File: src/verilog/tic_map.svh
// Register map, field positions and timing constants of the timer interrupt controller
`ifndef TIC_MAP_SVH
`define TIC_MAP_SVH
// Register indexes; byte address is four times the index
`define TIC_IDX_FUNC_FLAGS 4'h0
`define TIC_IDX_FUNC_CLEAR 4'h1
`define TIC_IDX_FUNC_ENABLE 4'h2
`define TIC_IDX_USB_FLAGS 4'h3
`define TIC_IDX_USB_CLEAR 4'h4
`define TIC_IDX_USB_ENABLE 4'h5
`define TIC_IDX_TIMER_PRESET 4'h6
`define TIC_IDX_RUN_CONTROL 4'h7
`define TIC_IDX_PRESCALE 4'h8
`define TIC_IDX_LAST 4'h8
// Reset values
`define TIC_RST_FLAGS 8'h00
`define TIC_RST_ENABLE 8'h00
`define TIC_RST_PRESET 8'h00
`define TIC_RST_RUN_CONTROL 1'h1
`define TIC_RST_PRESCALE 3'h0
// Function flag bit positions
`define TIC_BIT_TMR 0
`define TIC_BIT_EXT_A 1
`define TIC_BIT_EXT_B 2
`define TIC_BIT_KEY 3
// Usb flag bit positions
`define TIC_BIT_EP0_TX 0
`define TIC_BIT_EP0_RX 1
`define TIC_BIT_EP1_TX 2
`define TIC_BIT_EP2_TX 3
`define TIC_BIT_SETUP 6
`define TIC_BIT_SLEEP 7
// Implemented bits of each flag register
`define TIC_FUNC_MASK 8'h0f
`define TIC_USB_MASK 8'hcf
// Prescaler: code 0 divides by 2^3
`define TIC_PRESCALE_BASE 3
`define TIC_PRESCALE_W 10
`define TIC_TIMER_MAX 8'hff
`define TIC_TIMER_ZERO 8'h00
// Timing: 250 MHz clock, key report tick every 4 ms, power-on hold 5 ms
`define TIC_CLK_MHZ 250
`define TIC_KEY_TICK_US 4000
`define TIC_POR_US 5000
`define TIC_KEY_TICK_CYC (`TIC_KEY_TICK_US * `TIC_CLK_MHZ)
`define TIC_POR_CYC (`TIC_POR_US * `TIC_CLK_MHZ)
// Core clock is system clock divided by two
`define TIC_CORE_DIV 2
// Bus responses
`define TIC_RESP_OKAY 2'h0
`define TIC_RESP_SLVERR 2'h2
`endif

File: src/verilog/tic_pkg.sv
// Types shared by the timer interrupt controller files
package tic_pkg;
  typedef enum logic [1:0] {
    TIC_POR_HOLD = 2'b00,
    TIC_POR_RUN = 2'b01
  } tic_por_e;
  typedef logic [7:0] tic_byte_t;
endpackage

File: src/verilog/tic_top.sv
// Base timer and interrupt controller with an AXI4-Lite register slave
//
// The implementer's own choice: register access over AXI4-Lite.
`timescale 1ns/100ps
`default_nettype none
`include "tic_map.svh"

module tic_top
  import tic_pkg::*;
#(
  parameter int KEY_TICK_CYC = `TIC_KEY_TICK_CYC,
  parameter int POR_CYC = `TIC_POR_CYC
) (
  input wire logic aclk,
  input wire logic aresetn,
  input wire logic [5:0] s_axi_awaddr,
  input wire logic [2:0] s_axi_awprot,
  input wire logic s_axi_awvalid,
  output logic s_axi_awready,
  input wire logic [31:0] s_axi_wdata,
  input wire logic [3:0] s_axi_wstrb,
  input wire logic s_axi_wvalid,
  output logic s_axi_wready,
  output logic [1:0] s_axi_bresp,
  output logic s_axi_bvalid,
  input wire logic s_axi_bready,
  input wire logic [5:0] s_axi_araddr,
  input wire logic [2:0] s_axi_arprot,
  input wire logic s_axi_arvalid,
  output logic s_axi_arready,
  output logic [31:0] s_axi_rdata,
  output logic [1:0] s_axi_rresp,
  output logic s_axi_rvalid,
  input wire logic s_axi_rready,
  input wire logic ext_irq_a,
  input wire logic ext_irq_b,
  input wire logic ep0_tx_done,
  input wire logic ep0_rx_done,
  input wire logic ep1_tx_done,
  input wire logic ep2_tx_done,
  input wire logic ep0_setup_done,
  input wire logic bus_sleep_flag,
  output logic cpu_irq,
  output logic cpu_clk_en,
  output logic chip_reset_n
);

  // Power-on hold: internal reset stays low POR_CYC cycles after aresetn
  tic_por_e por_state_r;
  tic_por_e por_state_nxt;
  logic [31:0] por_cnt_r;
  wire sys_rst_n = aresetn && (por_state_r == TIC_POR_RUN);
  wire por_done = (por_cnt_r == 32'(POR_CYC - 1));

  always_comb begin
    case (por_state_r)
      TIC_POR_HOLD: por_state_nxt = por_done ? TIC_POR_RUN : TIC_POR_HOLD;
      TIC_POR_RUN: por_state_nxt = TIC_POR_RUN;
      default: por_state_nxt = TIC_POR_HOLD;
    endcase
  end

  // External reset restarts the hold, so either source resets the whole block
  always_ff @(posedge aclk) begin
    if (!aresetn) begin
      por_state_r <= TIC_POR_HOLD;
      por_cnt_r <= 32'h0000_0000;
    end else begin
      por_state_r <= por_state_nxt;
      por_cnt_r <= por_done ? por_cnt_r : por_cnt_r + 32'h0000_0001;
    end
  end

  // Core clock enable toggles every cycle, so it is high at half the system rate
  logic core_phase_r;
  always_ff @(posedge aclk) begin
    if (!sys_rst_n) begin
      core_phase_r <= 1'b0;
    end else begin
      core_phase_r <= ~core_phase_r;
    end
  end

  // Write channel: address and data are taken in either order, then answered
  logic aw_held_r;
  logic w_held_r;
  logic [3:0] aw_idx_r;
  logic [31:0] wdata_r;
  logic [3:0] wstrb_r;
  logic bvalid_r;
  logic [1:0] bresp_r;
  wire aw_take = s_axi_awvalid && !aw_held_r && !bvalid_r;
  wire w_take = s_axi_wvalid && !w_held_r && !bvalid_r;
  wire [3:0] wr_idx = aw_held_r ? aw_idx_r : s_axi_awaddr[5:2];
  wire [31:0] wr_data = w_held_r ? wdata_r : s_axi_wdata;
  wire wr_lane0 = w_held_r ? wstrb_r[0] : s_axi_wstrb[0];
  wire wr_fire = (aw_held_r || aw_take) && (w_held_r || w_take);
  wire wr_hit = wr_idx <= `TIC_IDX_LAST;
  wire wr_go = wr_fire && wr_hit && wr_lane0;

  // Pure decode: every operand is an argument, so continuous users see each change
  function automatic logic wr_to(input logic go, input logic [3:0] at, input logic [3:0] idx);
    return go && (at == idx);
  endfunction

  // Register selects, one per writable register
  wire sel_func_en = wr_to(wr_go, wr_idx, `TIC_IDX_FUNC_ENABLE);
  wire sel_usb_en = wr_to(wr_go, wr_idx, `TIC_IDX_USB_ENABLE);
  wire sel_run = wr_to(wr_go, wr_idx, `TIC_IDX_RUN_CONTROL);
  wire sel_prescale = wr_to(wr_go, wr_idx, `TIC_IDX_PRESCALE);
  wire sel_preset = wr_to(wr_go, wr_idx, `TIC_IDX_TIMER_PRESET);
  wire sel_func_clr = wr_to(wr_go, wr_idx, `TIC_IDX_FUNC_CLEAR);
  wire sel_usb_clr = wr_to(wr_go, wr_idx, `TIC_IDX_USB_CLEAR);

  always_ff @(posedge aclk) begin
    if (!sys_rst_n) begin
      aw_held_r <= 1'b0;
      w_held_r <= 1'b0;
      aw_idx_r <= 4'h0;
      wdata_r <= 32'h0000_0000;
      wstrb_r <= 4'h0;
      bvalid_r <= 1'b0;
      bresp_r <= `TIC_RESP_OKAY;
    end else if (wr_fire) begin
      aw_held_r <= 1'b0;
      w_held_r <= 1'b0;
      bvalid_r <= 1'b1;
      bresp_r <= wr_hit ? `TIC_RESP_OKAY : `TIC_RESP_SLVERR;
    end else begin
      if (aw_take) begin
        aw_held_r <= 1'b1;
        aw_idx_r <= s_axi_awaddr[5:2];
      end
      if (w_take) begin
        w_held_r <= 1'b1;
        wdata_r <= s_axi_wdata;
        wstrb_r <= s_axi_wstrb;
      end
      if (bvalid_r && s_axi_bready) begin
        bvalid_r <= 1'b0;
      end
    end
  end

  // Software-written registers
  logic [7:0] func_en_r;
  logic [7:0] usb_en_r;
  logic run_n_r;
  logic [2:0] prescale_r;
  wire [7:0] wr_byte = wr_data[7:0];

  always_ff @(posedge aclk) begin
    if (!sys_rst_n) begin
      func_en_r <= `TIC_RST_ENABLE;
      usb_en_r <= `TIC_RST_ENABLE;
      run_n_r <= `TIC_RST_RUN_CONTROL;
      prescale_r <= `TIC_RST_PRESCALE;
    end else begin
      if (sel_func_en) begin
        func_en_r <= wr_byte & `TIC_FUNC_MASK;
      end
      if (sel_usb_en) begin
        usb_en_r <= wr_byte & `TIC_USB_MASK;
      end
      if (sel_run) begin
        run_n_r <= wr_byte[0];
      end
      if (sel_prescale) begin
        prescale_r <= wr_byte[2:0];
      end
    end
  end

  // Prescaler: divider held at zero while stopped; the selected bit's carry steps the timer
  logic [`TIC_PRESCALE_W-1:0] pre_cnt_r;
  logic [7:0] timer_r;
  wire [`TIC_PRESCALE_W-1:0] pre_sel = `TIC_PRESCALE_W'(1) << (prescale_r + 4'(`TIC_PRESCALE_BASE) - 4'h1);
  wire [`TIC_PRESCALE_W-1:0] pre_top = (pre_sel << 1) - `TIC_PRESCALE_W'(1);
  wire pre_tick = ((pre_cnt_r & pre_top) == pre_top);
  wire timer_step = !run_n_r && pre_tick;
  wire timer_ovf = timer_step && (timer_r == `TIC_TIMER_MAX);

  // Preset write wins over counting, so a load is exact whether or not running
  always_ff @(posedge aclk) begin
    if (!sys_rst_n) begin
      pre_cnt_r <= '0;
      timer_r <= `TIC_TIMER_ZERO;
    end else begin
      pre_cnt_r <= run_n_r ? '0 : pre_cnt_r + `TIC_PRESCALE_W'(1);
      if (sel_preset) begin
        timer_r <= wr_byte;
      end else if (timer_step) begin
        timer_r <= timer_r + 8'h01;
      end
    end
  end

  // Key report tick every 4 ms
  logic [31:0] key_cnt_r;
  wire key_tick = (key_cnt_r == 32'(KEY_TICK_CYC - 1));
  always_ff @(posedge aclk) begin
    if (!sys_rst_n) begin
      key_cnt_r <= 32'h0000_0000;
    end else begin
      key_cnt_r <= key_tick ? 32'h0000_0000 : key_cnt_r + 32'h0000_0001;
    end
  end

  // External pin edges, synchronised first
  wire ext_a_fall;
  wire ext_b_fall;
  tic_falling_edge u_edge_a (
    .aclk(aclk),
    .aresetn(sys_rst_n),
    .pin(ext_irq_a),
    .fall(ext_a_fall)
  );
  tic_falling_edge u_edge_b (
    .aclk(aclk),
    .aresetn(sys_rst_n),
    .pin(ext_irq_b),
    .fall(ext_b_fall)
  );

  // Hardware set vectors
  wire [7:0] func_set;
  wire [7:0] usb_set;
  assign func_set[`TIC_BIT_TMR] = timer_ovf;
  assign func_set[`TIC_BIT_EXT_A] = ext_a_fall;
  assign func_set[`TIC_BIT_EXT_B] = ext_b_fall;
  assign func_set[`TIC_BIT_KEY] = key_tick;
  assign func_set[7:4] = 4'h0;
  assign usb_set[`TIC_BIT_EP0_TX] = ep0_tx_done;
  assign usb_set[`TIC_BIT_EP0_RX] = ep0_rx_done;
  assign usb_set[`TIC_BIT_EP1_TX] = ep1_tx_done;
  assign usb_set[`TIC_BIT_EP2_TX] = ep2_tx_done;
  assign usb_set[5:4] = 2'h0;
  assign usb_set[`TIC_BIT_SETUP] = ep0_setup_done;
  assign usb_set[`TIC_BIT_SLEEP] = bus_sleep_flag;

  // Write-one-to-clear; a set in the same cycle wins over the clear
  function automatic logic [7:0] flag_next(input logic [7:0] cur, input logic [7:0] set,
                                           input logic [7:0] clr, input logic [7:0] mask);
    return ((cur & ~clr) | set) & mask;
  endfunction

  logic [7:0] func_flags_r;
  logic [7:0] usb_flags_r;
  wire [7:0] func_clr = sel_func_clr ? wr_byte : 8'h00;
  wire [7:0] usb_clr = sel_usb_clr ? wr_byte : 8'h00;

  always_ff @(posedge aclk) begin
    if (!sys_rst_n) begin
      func_flags_r <= `TIC_RST_FLAGS;
      usb_flags_r <= `TIC_RST_FLAGS;
    end else begin
      func_flags_r <= flag_next(func_flags_r, func_set, func_clr, `TIC_FUNC_MASK);
      usb_flags_r <= flag_next(usb_flags_r, usb_set, usb_clr, `TIC_USB_MASK);
    end
  end

  // Shared request: any flag with its enable; disabled flags stay readable
  wire irq_any = |(func_flags_r & func_en_r) || |(usb_flags_r & usb_en_r);

  // Outputs straight from flops
  always_ff @(posedge aclk) begin
    if (!sys_rst_n) begin
      cpu_irq <= 1'b0;
      cpu_clk_en <= 1'b0;
      chip_reset_n <= 1'b0;
    end else begin
      cpu_irq <= irq_any;
      cpu_clk_en <= core_phase_r;
      chip_reset_n <= 1'b1;
    end
  end

  // Read channel: one read at a time, answered the cycle after it is taken
  logic rvalid_r;
  logic [31:0] rdata_r;
  logic [1:0] rresp_r;
  wire ar_take = s_axi_arvalid && !rvalid_r;
  wire [3:0] rd_idx = s_axi_araddr[5:2];
  // Write-only registers read as zero
  wire [7:0] rd_byte = (rd_idx == `TIC_IDX_FUNC_FLAGS) ? func_flags_r :
                       (rd_idx == `TIC_IDX_FUNC_ENABLE) ? func_en_r :
                       (rd_idx == `TIC_IDX_USB_FLAGS) ? usb_flags_r :
                       (rd_idx == `TIC_IDX_USB_ENABLE) ? usb_en_r :
                       (rd_idx == `TIC_IDX_PRESCALE) ? {5'h00, prescale_r} : 8'h00;

  always_ff @(posedge aclk) begin
    if (!sys_rst_n) begin
      rvalid_r <= 1'b0;
      rdata_r <= 32'h0000_0000;
      rresp_r <= `TIC_RESP_OKAY;
    end else if (ar_take) begin
      rvalid_r <= 1'b1;
      rdata_r <= {24'h00_0000, rd_byte};
      rresp_r <= (rd_idx <= `TIC_IDX_LAST) ? `TIC_RESP_OKAY : `TIC_RESP_SLVERR;
    end else if (rvalid_r && s_axi_rready) begin
      rvalid_r <= 1'b0;
    end
  end

  // Ready lines are registered: each flop holds what the accept term is next cycle,
  // so awready and wready still equal !held && !bvalid, and arready !rvalid, but each leaves straight from a flip-flop
  logic awready_r;
  logic wready_r;
  logic arready_r;
  wire bvalid_keep = bvalid_r && !s_axi_bready;
  wire rvalid_keep = rvalid_r && !s_axi_rready;
  wire awready_nxt = !wr_fire && !aw_held_r && !aw_take && !bvalid_keep;
  wire wready_nxt = !wr_fire && !w_held_r && !w_take && !bvalid_keep;
  wire arready_nxt = !ar_take && !rvalid_keep;

  always_ff @(posedge aclk) begin
    if (!sys_rst_n) begin
      awready_r <= 1'b1;
      wready_r <= 1'b1;
      arready_r <= 1'b1;
    end else begin
      awready_r <= awready_nxt;
      wready_r <= wready_nxt;
      arready_r <= arready_nxt;
    end
  end

  // Bus outputs
  assign s_axi_awready = awready_r;
  assign s_axi_wready = wready_r;
  assign s_axi_bvalid = bvalid_r;
  assign s_axi_bresp = bresp_r;
  assign s_axi_arready = arready_r;
  assign s_axi_rvalid = rvalid_r;
  assign s_axi_rdata = rdata_r;
  assign s_axi_rresp = rresp_r;

endmodule
`default_nettype wire

File: src/verilog/tic_falling_edge.sv
// Synchroniser and falling-edge detector for one external interrupt pin
`timescale 1ns/100ps
`default_nettype none
module tic_falling_edge (
  input wire logic aclk,
  input wire logic aresetn,
  input wire logic pin,
  output logic fall
);
  logic meta_r;
  logic sync_r;
  logic last_r;

  // Two stages settle the pin; only the second stage feeds the detector
  always_ff @(posedge aclk) begin
    if (!aresetn) begin
      meta_r <= 1'b1;
      sync_r <= 1'b1;
      last_r <= 1'b1;
    end else begin
      meta_r <= pin;
      sync_r <= meta_r;
      last_r <= sync_r;
    end
  end

  // One pulse per high-to-low transition
  assign fall = last_r & ~sync_r;
endmodule
`default_nettype wire

File: config.mk
export PLATFORM = sky130hd
export DESIGN_NAME = tic_top
export DESIGN_NICKNAME = d
export VERILOG_FILES = /design/src/verilog/tic_pkg.sv /design/src/verilog/tic_top.sv /design/src/verilog/tic_falling_edge.sv
export VERILOG_INCLUDE_DIRS = /design/src /design/src/verilog
export SDC_FILE = /design/constraint.sdc
export NUM_CORES = 1
export LEC_CHECK = 0
export BUFFER_PORTS_ARGS = -buffer_cell sky130_fd_sc_hd__buf_2
export CAP_MARGIN = 20
export CELL_PAD_IN_SITES_DETAIL_PLACEMENT = 1
export CELL_PAD_IN_SITES_GLOBAL_PLACEMENT = 2
export CORE_MARGIN = 2
export CORE_UTILIZATION = 37
export DETAILED_ROUTE_END_ITERATION = 8
export PLACE_DENSITY = 0.9
export SKIP_CTS_REPAIR_TIMING = 1
export SLEW_MARGIN = 20
export SYNTH_ARGS = -nofsm -noshare
export SYNTH_HDL_FRONTEND = slang
export SYNTH_SLANG_ARGS = --single-unit
File: constraint.sdc
create_clock -name aclk -period 3.9 [get_ports aclk]
set_clock_uncertainty 0.1 [all_clocks]
set_input_delay 0.585 -clock aclk [delete_from_list [all_inputs] [get_ports aclk]]
set_output_delay 0.585 -clock aclk [all_outputs]
set_load 0.03 [all_outputs]
# Yosys cells after proc, flatten, opt, wreduce, memory -nomap -nowiden
# Index checks and enable logic that the tools add are counted.
# word_totals
regBits	152
in_bits	69
out_inout_bits	44
wordCells	155
# op_classes
n_addsub	7
order_cmp	2
n_eq_ne	16
n_shift	1
mux	21
bitwise	16
n_reduce_logical	57
# ops
cell	n
$add A32 B1 Y32 const B	2
$mux W8	8
$eq A32 B20 Y1 const B	1
$eq A32 B21 Y1 const B	1
$logic_and A1 B1 Y1	29
$eq A4 B3 Y1 const B	5
$and A8 B8 Y8	2
$reduce_or A8 Y1	2
$logic_not A1 Y1	13
$eq A4 B2 Y1 const B	3
$add A10 B1 Y10 const B	1
$and A10 B10 Y10	1
$eq A10 B10 Y1	1
$sub A10 B1 Y10 const B	1
$shl A1 B4 Y9 const A	1
$add A8 B1 Y8 const B	1
$and A4 B4 Y4	2
$eq A4 B4 Y1 const B	2
$eq A8 B8 Y1 const B	1
$le A4 B4 Y1 const B	2
$mux W4	2
$not A8 Y8	1
$or A8 B8 Y8	1
$mux W1	7
other kinds (17)	30

# Depth between registers and ports, before layout
# Gate-level depths: netlist (run 1).
# depth
ltp_word	12
depth_mapped	11

# Cells and area by module
# From an unflattened synthesis (run 1), not the netlist that was laid out.
# hier_totals
cells_unflattened	798
area_unflattened_um2	6982.9
# modules_own_cells
module	n_inst	cells_per_inst	area_each_um2	seq_area_each_um2
tic_top	1	784	6812.8	2782.7
tic_falling_edge	2	7	85.1	60.1

# Worst setup path after synthesis (run 1)
# Ideal clock, no wire load.
# synth_path
kind	reg2reg
from	reg prescale_r[1]
to	reg timer_r[6]
arrival_time_ps	2414
required_time_ps	3678
path_slack_ps	1264
path_stages_with_launch	12
path_buffers	1
synth_period_minus_slack_ps	2636
path_cell_list	dfxtp_1 > ha_1 > buf_2 > nor2_1 > nand3b_1 > ha_1 > nor2_1 > nor4b_2 > nand4_2 > nor4b_4 > a21oi_1 > o311a_1
# synth_via
elab_chain_len	8
# synth_lines
element	line_no	source
start: declaration	tic_top.sv:149	logic [2:0] prescale_r;
start signal: assignment	tic_top.sv:157	prescale_r <= `TIC_RST_PRESCALE;
start signal: assignment	tic_top.sv:169	prescale_r <= wr_byte[2:0];
$add A3 B2 Y4 (*)	tic_top.sv:177	wire [`TIC_PRESCALE_W-1:0] pre_sel = `TIC_PRESCALE_W'(1) << (prescale_r + 4'(`TIC_PRESCALE_BASE) - 4'h1);
$sub A4 B1 Y4 (*)	tic_top.sv:177	
$shl A1 B4 Y9 (no line) (*)	--	
$sub A10 B1 Y10 (*)	tic_top.sv:178	wire [`TIC_PRESCALE_W-1:0] pre_top = (pre_sel << 1) - `TIC_PRESCALE_W'(1);
$and A10 B10 Y10	tic_top.sv:179	wire pre_tick = ((pre_cnt_r & pre_top) == pre_top);
$eq A10 B10 Y1 (*)	tic_top.sv:179	
$logic_and A1 B1 Y1 (*)	tic_top.sv:180	wire timer_step = !run_n_r && pre_tick;
$reduce_bool A2 Y1 (no line) (*)	--	
end signal: assignment	tic_top.sv:187	timer_r <= `TIC_TIMER_ZERO;
end signal: assignment	tic_top.sv:191	timer_r <= wr_byte;
end signal: assignment	tic_top.sv:193	timer_r <= timer_r + 8'h01;
end: declaration	tic_top.sv:176	logic [7:0] timer_r;
# Every way passes the cells marked *; elsewhere a longest branch is shown, timed or not.
# A chain may end at the register's enable or synchronous reset.

# Worst setup path in the final report (run 1)
# Ends and elaborated chain as after synthesis.

==> results.toml, run 1 <==
[cts]
clock_tree.htree_level_count = 4
clock_insertion_delay_worst_skew_ps = 420
tritoncts.num_buffers = 17
path_clk_slew_ps = 60
tritoncts_num_sinks = 145
cts_root_buffer = "clkbuf_16"
ctsLongestPathBuffers = 2
tritoncts = "done"

[routing]
post-route-drc-count = 0
detailedRoute.firstIterationViolations = 224
totalWireLength_mm = 16.8
post_drt_via_cell_ratio = 5.17
detail_route.first_pass.iterations = 4
drt-wirelength-per-cell_um = 15.7
antenna_violating_nets_post_route = 0
vias = 5513

[critical_path]
crit_path_start = "prescale_r[1]$_SDFFE_PN0P_"
critical_path.reg2reg.startpoint = "prescale_r[1]$_SDFFE_PN0P_"
worst_setup_path_start_kind = "flip-flop"
worst_r2r_endpoint = "timer_r[6]$_SDFFE_PN0P_"
cpPeakStageDelay_ps = 670
critPathRequiredTime_ps = 4110
end_kind = "flip-flop"
path_cells = "ha_1 -> nor2_1 -> nand3b_1 -> ha_1 -> inv_1 -> o31ai_1 -> nor4b_4 -> and3_1 -> o311a_1"
critPathTopFamily = "compound AO/OA/AOI/OAI gates"
reg2regPathDepth = 9
critPathMostFrequentCell = "ha_1"
worst-r2r-setup-slack_ps = 740
critical_path.n_buffers_inverters = 1
timing.setup.critical_path_class = "reg -> reg"
critPathSlowestCell = "o31ai_1"
crit_fanout = 13
timing.critical_path.arrival_ps = 3370

[finish]
fillers = 2171
finalNetCount = 896
area_growth_syn_to_layout_pct = 13.3
layout_commonest_cell = "dfxtp_1"
final_cell_mix = "145 x dfxtp_1, 91 x nor2_1, 47 x buf_2"
antenna_cells_inserted = 0
post_route_cells_drive_above_1_share_pct = 12.6

[timing]
final_count_of_pins_violating_max_slew = 0
fin_tns_setup_ps = 0
post-route-min-period_ps = 3160
final_critical_path_setup_slack_ps = 735
max_clock_freq_ghz = 0.316
timing.final.setup_violations = 0
finalHoldViolations = 0
unrepaired_setup_endpoints_after_global_routing = "false"
worst-slew-pin-transition_ps = 1080
max_slew_margin_pct = 27.5
fin_crit_sh_pct = 81.2

[outcome]
run_status = "finished, final reports clean"

[yosys]
post_synth_inst_count = 784
yosys.area_share.xor_xnor_pct = 8.07
synth.mux.area_fraction_pct = 6.36
synth-compound-area-share_pct = 9.90
synth-simple-area-share_pct = 26.3
largest_family_of_logic_cells_by_synthesized_area = "simple AND/OR/NAND/NOR gates"
synth_seq_cells = 145
synth.lib_cells_used.distinct = 63
ys_dominant_reg_cell = "dfxtp_1"
synth.avg_cell_area_um2 = 8.86
synth_async_sr_flop_share_pct = 0
synth-adder-area-share_pct = 1.26
seq_area_frac_synth_pct = 41.8
synth.yosys.warnings = 0
synth_edf_count = 0
mappedNetlistArea_mm2 = 0.00695

[power]
power.density_mw_per_mm2 = 419
p_total_mw = 3.30
ir_worst_vdd_v = 0.000307
p_leak_nw = 2.93

[grt]
grt_use_total_pct = 17.4
antenna_found_initial = 0
overflow = 0
first_global_vias = 5483
grt_first_pass_wirelength_mm = 27.9
grt_start_max_net_pins = 49

[placed_design]
finalWeightedCongestion = 0.815
placement.setup.worst_slack_ps = 715
dp_hpwl_mm = 11.9
io_buffer_count = 47

[floorplanning]
dieWidth_um = 141
die-height_um = 141
row_count = 50
top_level_ports = 113
dieArea_mm2 = 0.0199
core-area_mm2 = 0.0186
start_util_pct = 37.4

[worst_hold_path]
worst_hold_path.endpoint = "u_edge_a.meta_r$_SDFF_PN1_"
launch_instance_of_the_worst_min_delay_path = "ext_irq_a"
min-delay-path-class = "in -> reg"
whs_path_depth = 2

[run]
drv_cap = 0
## worst max-delay path by stage
stage / end / slack (ps) / cells after the start
after floorplan: timer_r[6]$_SDFFE_PN0P_ / 1260 / 11
after detailed placement: timer_r[6]$_SDFFE_PN0P_ / 710 / 10
after CTS: timer_r[6]$_SDFFE_PN0P_ / 740 / 10
after global placement: timer_r[6]$_SDFFE_PN0P_ / 760 / 10
after global routing: timer_r[6]$_SDFFE_PN0P_ / 400 / 10
final: timer_r[6]$_SDFFE_PN0P_ / 740 / 9
## Yosys cell counts (4+ instances only)
cell | count | area [um2]
dfxtp_1 | 145 | 2900
nor2_1 | 91 | 342
nand2_1 | 42 | 158
xnor2_1 | 35 | 307
mux2i_1 | 34 | 340
nand3_1 | 33 | 165
and2_1 | 31 | 194
o21ai_0 | 31 | 155
xor2_1 | 29 | 254
a21oi_1 | 28 | 140
buf_4 | 28 | 210
clkbuf_1 | 24 | 90.1
inv_1 | 24 | 90.1
and3_1 | 21 | 131
nand4_1 | 18 | 113
nand2b_1 | 15 | 93.8
nor2b_1 | 12 | 75.1
nor3_1 | 10 | 50.1
mux2_2 | 9 | 101
nor4b_1 | 9 | 78.8
or3_1 | 9 | 56.3
a22oi_1 | 8 | 60.1
and4_1 | 8 | 70.1
buf_2 | 8 | 40.0
ha_1 | 7 | 87.6
a22o_1 | 6 | 52.6
nor4_1 | 6 | 37.5
a221oi_1 | 5 | 43.8
o22ai_1 | 4 | 25.0
or4_1 | 4 | 30.0
## through the flow
step	hold slack (ps)	utilization, %	std cells	instance area [um2]
floorplan	285	-	811	7050
global placement	288	39.1	1035	7270
detailed placement	298	39.1	1035	7270
CTS	228	42.4	1066	7870
global route	243	42.4	1066	7870
finish	243	42.4	1066	7870
## cells by family after synthesis
logic type | after synthesis
AOI/OAI and AO/OA | 108
buffers and inverters | 85
other | 1
and+or+nand+nor | 331
xor gates and xnor gates | 64
adders and majority gates | 7
DFF | 145
muxes | 43
## state kept, by name, summed over array words and instances (netlist names), 4 cells and up
register	count
usb_flags_r	6
usb_en_r	6
pre_cnt_r	10
por_cnt_r	32
func_flags_r	4
key_cnt_r	32
wdata_r	8
s_axi_rdata	6
aw_idx_r	4
timer_r	8
func_en_r	4
## metal layers
| layer | part of all wire (%) | up-vias | GRT usage [%] | wire (um) |
|---|---|---|---|---|
| li1 | - | 2748 | - | - |
| met1 | 49 | 2669 | 23.6 | 8260 |
| met2 | 46 | 80 | 28.3 | 7740 |
| met3 | 3.6 | 16 | 3.57 | 604 |
| met4 | 1.1 | 0 | 4.89 | 189 |
| met5 | 0 | - | 0 | 0 |
## final cells by class
type | count | area, um2 | share of cell area, %
Multi-Input combinational cell | 581 | 3720 | 47.2
Timing Repair Buffer | 51 | 265 | 3.37
Inverter | 24 | 90.1 | 1.14
Clock inverter | 10 | 134 | 1.70
Clock buffer | 21 | 470 | 5.98
Sequential cell | 145 | 2900 | 36.9
Tap cell | 234 | 293 | 3.72
## power breakdown
part,leakage (nW),internal (mW),switching (mW)
logic,1.46,0.0360,0.0876
clock network,0.295,1.05,0.636
registers,1.17,1.48,0.00407
No activity file was read; power rests on OpenSTA's default activity.
==> run 2: changes to the inputs <==
--- a/config.mk
+++ b/config.mk
@@ -11,9 +11,9 @@
 export CELL_PAD_IN_SITES_DETAIL_PLACEMENT = 1
 export CELL_PAD_IN_SITES_GLOBAL_PLACEMENT = 2
 export CORE_MARGIN = 2
-export CORE_UTILIZATION = 37
+export CORE_UTILIZATION = 31
 export DETAILED_ROUTE_END_ITERATION = 8
-export PLACE_DENSITY = 0.9
+export PLACE_DENSITY = 0.81
 export SKIP_CTS_REPAIR_TIMING = 1
 export SLEW_MARGIN = 20
 export SYNTH_ARGS = -nofsm -noshare
==> constraint.sdc (replaced) <==
create_clock -name aclk -period 2.66 [get_ports aclk]
set_clock_uncertainty 0.1 [all_clocks]
set_input_delay 0.399 -clock aclk [delete_from_list [all_inputs] [get_ports aclk]]
set_output_delay 0.399 -clock aclk [all_outputs]
set_load 0.03 [all_outputs]
==> run 2 against run 1 <==
The flow now finishes with violations (negative setup slack). Non-clock buffer count is 16 higher. Clock power is 61% higher. Worst hold slack worse by 190 ps. Critical path type unchanged. Highest routed layer unchanged.
==> results.toml, run 2 (synthesized netlist as in run 1, its figures left out) <==
[outcome]
run_status = "complete, but fails checks"
failing_checks = "negative setup slack"

[grt]
globalRoute.busiestLayer = "met2"
overflow = 0
grt_first_pass_wirelength_mm = 28.8
grt_use_total_pct = 15.0
groute.layer.met1.usage_pct = 20.6
groute.layer.met2.usage_pct = 23.8
first_global_vias = 5563
grt_use_met3_pct = 3.02
grt_start_max_net_pins = 49
antenna_found_initial = 1

[finish]
area_growth_syn_to_layout_pct = 17.7
layout_commonest_cell = "dfxtp_1"
finalCoreUtilization_pct = 37.4
finalNetCount = 912
reg_top3 = "key_cnt_r x32, por_cnt_r x32, pre_cnt_r x10"
post_route_cells_drive_above_1_share_pct = 15.7
final_cell_mix = "143 x dfxtp_1, 90 x nor2_1, 47 x buf_2"
fillers = 2595
register_area_mm2 = 0.00291
multi_input_area_mm2 = 0.00377
antenna_cells_inserted = 0

[timing]
unrepaired_setup_endpoints_after_global_routing = "true"
finalHoldViolations = 0
final_critical_path_setup_slack_ps = -13.0
final_count_of_pins_violating_max_slew = 0
max_clock_freq_ghz = 0.374
max_slew_margin_pct = 53.1
worst-slew-pin-transition_ps = 703
post-route-min-period_ps = 2670
fin_crit_sh_pct = 100
fin_tns_setup_ps = -32.4
hold-worst-slack_ps = 53.3
timing.final.setup_violations = 3

[floorplanning]
start_util_pct = 31.7
dieArea_mm2 = 0.0236
core-area_mm2 = 0.0219
dieWidth_um = 154
row_count = 54
top_level_ports = 113
die-height_um = 154

[worst_hold_path]
worst_hold_path.endpoint = "u_edge_a.meta_r$_SDFF_PN1_"
launch_instance_of_the_worst_min_delay_path = "ext_irq_a"
min-delay-path-class = "in -> reg"
whs_path_depth = 2

[routing]
post_drt_via_cell_ratio = 4.97
antenna_violating_nets_post_route = 0
totalWireLength_mm = 17.5
detailedRoute.firstIterationViolations = 292
post-route-drc-count = 0
vias = 5612
drt-wirelength-per-cell_um = 15.5
detail_route.first_pass.iterations = 4

[critical_path]
crit_fanout = 4
worst_r2r_endpoint = "timer_r[4]$_SDFFE_PN0P_"
worst-r2r-setup-slack_ps = -10
worst_setup_path_start_kind = "flip-flop"
critical_path.reg2reg.startpoint = "prescale_r[1]$_SDFFE_PN0P_"
critPathRequiredTime_ps = 2850
end_kind = "flip-flop"
reg2regPathDepth = 11
timing.critical_path.arrival_ps = 2870
timing.setup.critical_path_class = "reg -> reg"
crit_path_start = "prescale_r[1]$_SDFFE_PN0P_"

[cts]
tritoncts = "done"
tritoncts_num_sinks = 145
clock_tree.htree_level_count = 4
path_clk_slew_ps = 60
ctsLongestPathBuffers = 2
cts_root_buffer = "clkbuf_16"
tritoncts.num_buffers = 17
clock_insertion_delay_worst_skew_ps = 420

[placed_design]
finalWeightedCongestion = 0.749
io_buffer_count = 47
dp_hpwl_mm = 12.0

[power]
power.density_mw_per_mm2 = 621
p_leak_nw = 3.05
ir_worst_vdd_v = 0.000403
p_total_mw = 5.08

[run]
drv_cap = 0
run 2: cell count changes in the layout (fill, tap and decap cells not counted), sizes merged:
cell,previous run,this run
buf,51,67
bufinv,3,6
clkbuf,21,18
inv,24,25
run 2: cell type report:
| class | count | share of cell area, % |
|---|---|---|
| multi-input cells | 581 | 46.1 |
| inverters | 24 | 1.10 |
| well taps | 280 | 4.28 |
| flip-flops and latches | 145 | 35.5 |
| repair buffers | 67 | 4.86 |
| clock inverters | 14 | 2.89 |
| clock buffers | 18 | 5.25 |
run 2: metrics by stage:
stage / cells / worst slack [ps] / instance area (um2)
6_report: 1129 / -13.0 / 8180
5_1_grt: 1129 / -168 / 8180
4_1_cts: 1125 / -119 / 8090
3_5_place_dp: 1093 / -19.6 / 7430
3_3_place_gp: 1093 / 75.2 / 7430
2_1_floorplan: 811 / 24.0 / 7050
run 2: worst max path at each step:
stage	end	slack (ps)
2_1_floorplan	timer_r[6]$_SDFFE_PN0P_	20
3_3_place_gp	timer_r[6]$_SDFFE_PN0P_	80
3_5_place_dp	timer_r[6]$_SDFFE_PN0P_	-20
4_1_cts	timer_r[6]$_SDFFE_PN0P_	-120
5_1_grt	timer_r[1]$_SDFFE_PN0P_	-170
6_report	timer_r[4]$_SDFFE_PN0P_	-10
run 2: metal layers:
metal,routed length (um),share of wire (%),vias up
met1,8790,50,2732
met4,224,1.3,0
li1,-,-,2784
met2,7960,46,78
met3,481,2.8,18
met5,0,0,-
run 2: worst max-delay path, cell delays in order (launching register included):
cell and delay, ps:
dfxtp_2 330, ha_4 250, nor2_4 110, nand3_1 90
ha_1 300, nor2_1 50, nor4b_2 340, nand4_2 210
nor4b_4 390, buf_4 190, a21bo_2 110, a31oi_1 70
run 2: report_power, final:
| part | internal, mW | total, mW | switching, mW |
|---|---|---|---|
| Clock | 1.76 | 2.72 | 0.957 |
| Sequential | 2.17 | 2.18 | 0.00595 |
| Combinational | 0.0537 | 0.182 | 0.129 |
| Total | 3.99 | 5.08 | 1.09 |
==> run 3: changes to the inputs <==
--- a/config.mk
+++ b/config.mk
@@ -14,6 +14,7 @@
 export CORE_UTILIZATION = 31
 export DETAILED_ROUTE_END_ITERATION = 8
 export PLACE_DENSITY = 0.81
+export SETUP_SLACK_MARGIN = 0.5
 export SKIP_CTS_REPAIR_TIMING = 1
 export SLEW_MARGIN = 20
 export SYNTH_ARGS = -nofsm -noshare
==> run 3 against run 2 <==
Core utilization increased by 0.26 points. Critical path type unchanged. Register-to-register slack improved by 130 ps. Clock power is 13% lower. Combinational power up 3%. The run now ends clean. Highest routed layer unchanged. Wire length grew 0.70%. Final area rose by 0.69%. Via count down 0.11%. Sequential share of layout area fell by 0.18 points. Critical path depth fell by 1. Sequential cell count unchanged. Worst setup slack better by 130 ps.
==> results.toml, run 3 (synthesized netlist as in run 1, its figures left out) <==
[outcome]
run_status = "finished, final reports clean"

[timing]
timing.final.setup_violations = 0
max_slew_margin_pct = 52.0
fin_tns_setup_ps = 0
fin_crit_sh_pct = 95.5
post-route-min-period_ps = 2540
final_count_of_pins_violating_max_slew = 0
finalHoldViolations = 0
unrepaired_setup_endpoints_after_global_routing = "true"
worst-slew-pin-transition_ps = 719
final_critical_path_setup_slack_ps = 119
max_clock_freq_ghz = 0.394

[power]
ir_worst_vdd_v = 0.000409
power.density_mw_per_mm2 = 574
p_leak_nw = 3.04

[finish]
area_growth_syn_to_layout_pct = 18.5
finalNetCount = 912
multi_input_area_mm2 = 0.00391
fillers = 2605
register_area_mm2 = 0.00291
reg_top3 = "key_cnt_r x32, por_cnt_r x32, pre_cnt_r x10"
layout_commonest_cell = "dfxtp_1"
antenna_cells_inserted = 0
post_route_cells_drive_above_1_share_pct = 18.5
final_cell_mix = "139 x dfxtp_1, 89 x nor2_1, 47 x buf_2"

[cts]
tritoncts = "done"
clock_insertion_delay_worst_skew_ps = 430
clock_tree.htree_level_count = 4
tritoncts_num_sinks = 145
cts_root_buffer = "clkbuf_16"
ctsLongestPathBuffers = 2
path_clk_slew_ps = 60
tritoncts.num_buffers = 17

[routing]
antenna_violating_nets_post_route = 0
post_drt_via_cell_ratio = 4.97
totalWireLength_mm = 17.6
post-route-drc-count = 0
vias = 5606
detail_route.first_pass.iterations = 4
detailedRoute.firstIterationViolations = 176
drt-wirelength-per-cell_um = 15.6

[floorplanning]
die-height_um = 154
dieArea_mm2 = 0.0236
core-area_mm2 = 0.0219
start_util_pct = 31.7
top_level_ports = 113
row_count = 54
dieWidth_um = 154

[critical_path]
timing.setup.critical_path_class = "reg -> reg"
path_cells = "ha_4 -> nor2_4 -> nand3b_1 -> ha_4 -> nor4b_2 -> o21ai_1 -> o31ai_2 -> nor4b_4 -> and3_1 -> o311a_1"
worst_setup_path_start_kind = "flip-flop"
critPathSlowestCell = "dfxtp_4"
critical_path.n_buffers_inverters = 0
critPathMostFrequentCell = "ha_4"
crit_fanout = 6
end_kind = "flip-flop"
critPathRequiredTime_ps = 2880
timing.critical_path.arrival_ps = 2760
cpPeakStageDelay_ps = 360
critPathTopFamily = "simple AND/OR/NAND/NOR gates"

[placed_design]
finalWeightedCongestion = 0.768
io_buffer_count = 47
dp_hpwl_mm = 12.1
placement.setup.worst_slack_ps = 139

[grt]
grt_first_pass_wirelength_mm = 29.2
grt_use_total_pct = 15.3
grt_start_max_net_pins = 49
overflow = 0
first_global_vias = 5667
antenna_found_initial = 0

[run]
drv_cap = 0

[worst_hold_path]
min-delay-path-class = "in -> reg"
## run 3: cell types whose count changed in the layout (fill, tap and decap cells not counted), moves of 3 or more
cell / before / now
dfxtp_2: 1 / 5
dfxtp_1: 143 / 139
nor4b_1: 8 / 5
bufinv_16: 6 / 1
clkbuf_8: 0 / 4
buf_6: 0 / 3
## run 3: area by class of cell
class | count | share of cell area (%)
Clock buffer | 21 | 5.83
Sequential cell | 145 | 35.4
Tap cell | 280 | 4.25
Timing Repair Buffer | 67 | 4.81
Inverter | 24 | 1.09
Clock inverter | 11 | 1.25
Multi-Input combinational cell | 581 | 47.4
## run 3: routing by layer
layer	GRT usage, %	part of all wire [%]	vias up
met2	23.9	46	93
met1	20.8	49	2706
met4	4.67	1.5	0
met3	3.75	2.9	19
met5	0	0	-
li1	-	-	2788
## run 3: where the power goes
group / internal, mW / switching (mW)
combinational: 0.0575 / 0.130
sequential: 2.17 / 0.00636
clock: 1.39 / 0.971
total: 3.62 / 1.11
## run 3: worst paths after layout
kind                                                  from                          to  slack [ps]  cells after the start
worst max register to register  prescale_r[2]$_SDFFE_PN0P_     timer_r[6]$_SDFFE_PN0P_         120                     10
worst min register to register  u_edge_a.meta_r$_SDFF_PN1_  u_edge_a.sync_r$_SDFF_PN1_         310                      1
worst min-delay path                             ext_irq_b  u_edge_b.meta_r$_SDFF_PN1_          50                      2
worst max-delay path            prescale_r[2]$_SDFFE_PN0P_     timer_r[6]$_SDFFE_PN0P_         120                     10
## run 3: worst reg2reg max path, cell delays in order, from the launching register on
cell,delay [ps]
dfxtp_4,360
ha_4,220
nor2_4,80
nand3b_1,150
ha_4,230
nor4b_2,330
o21ai_1,140
o31ai_2,180
nor4b_4,120
and3_1,210
o311a_1,310
## run 3: per-stage QoR
stage	cells	area (um2)	utilization, %	hold WS (ps)	power [mW]
6_report	1129	8240	37.6	54.4	4.73
5_1_grt	1129	8240	37.6	54.1	4.91
4_1_cts	1125	8030	36.7	34.2	4.79
3_5_place_dp	1093	7450	34.0	297	2.41
3_3_place_gp	1093	7450	34.0	288	2.41
2_1_floorplan	811	7090	-	285	2.38
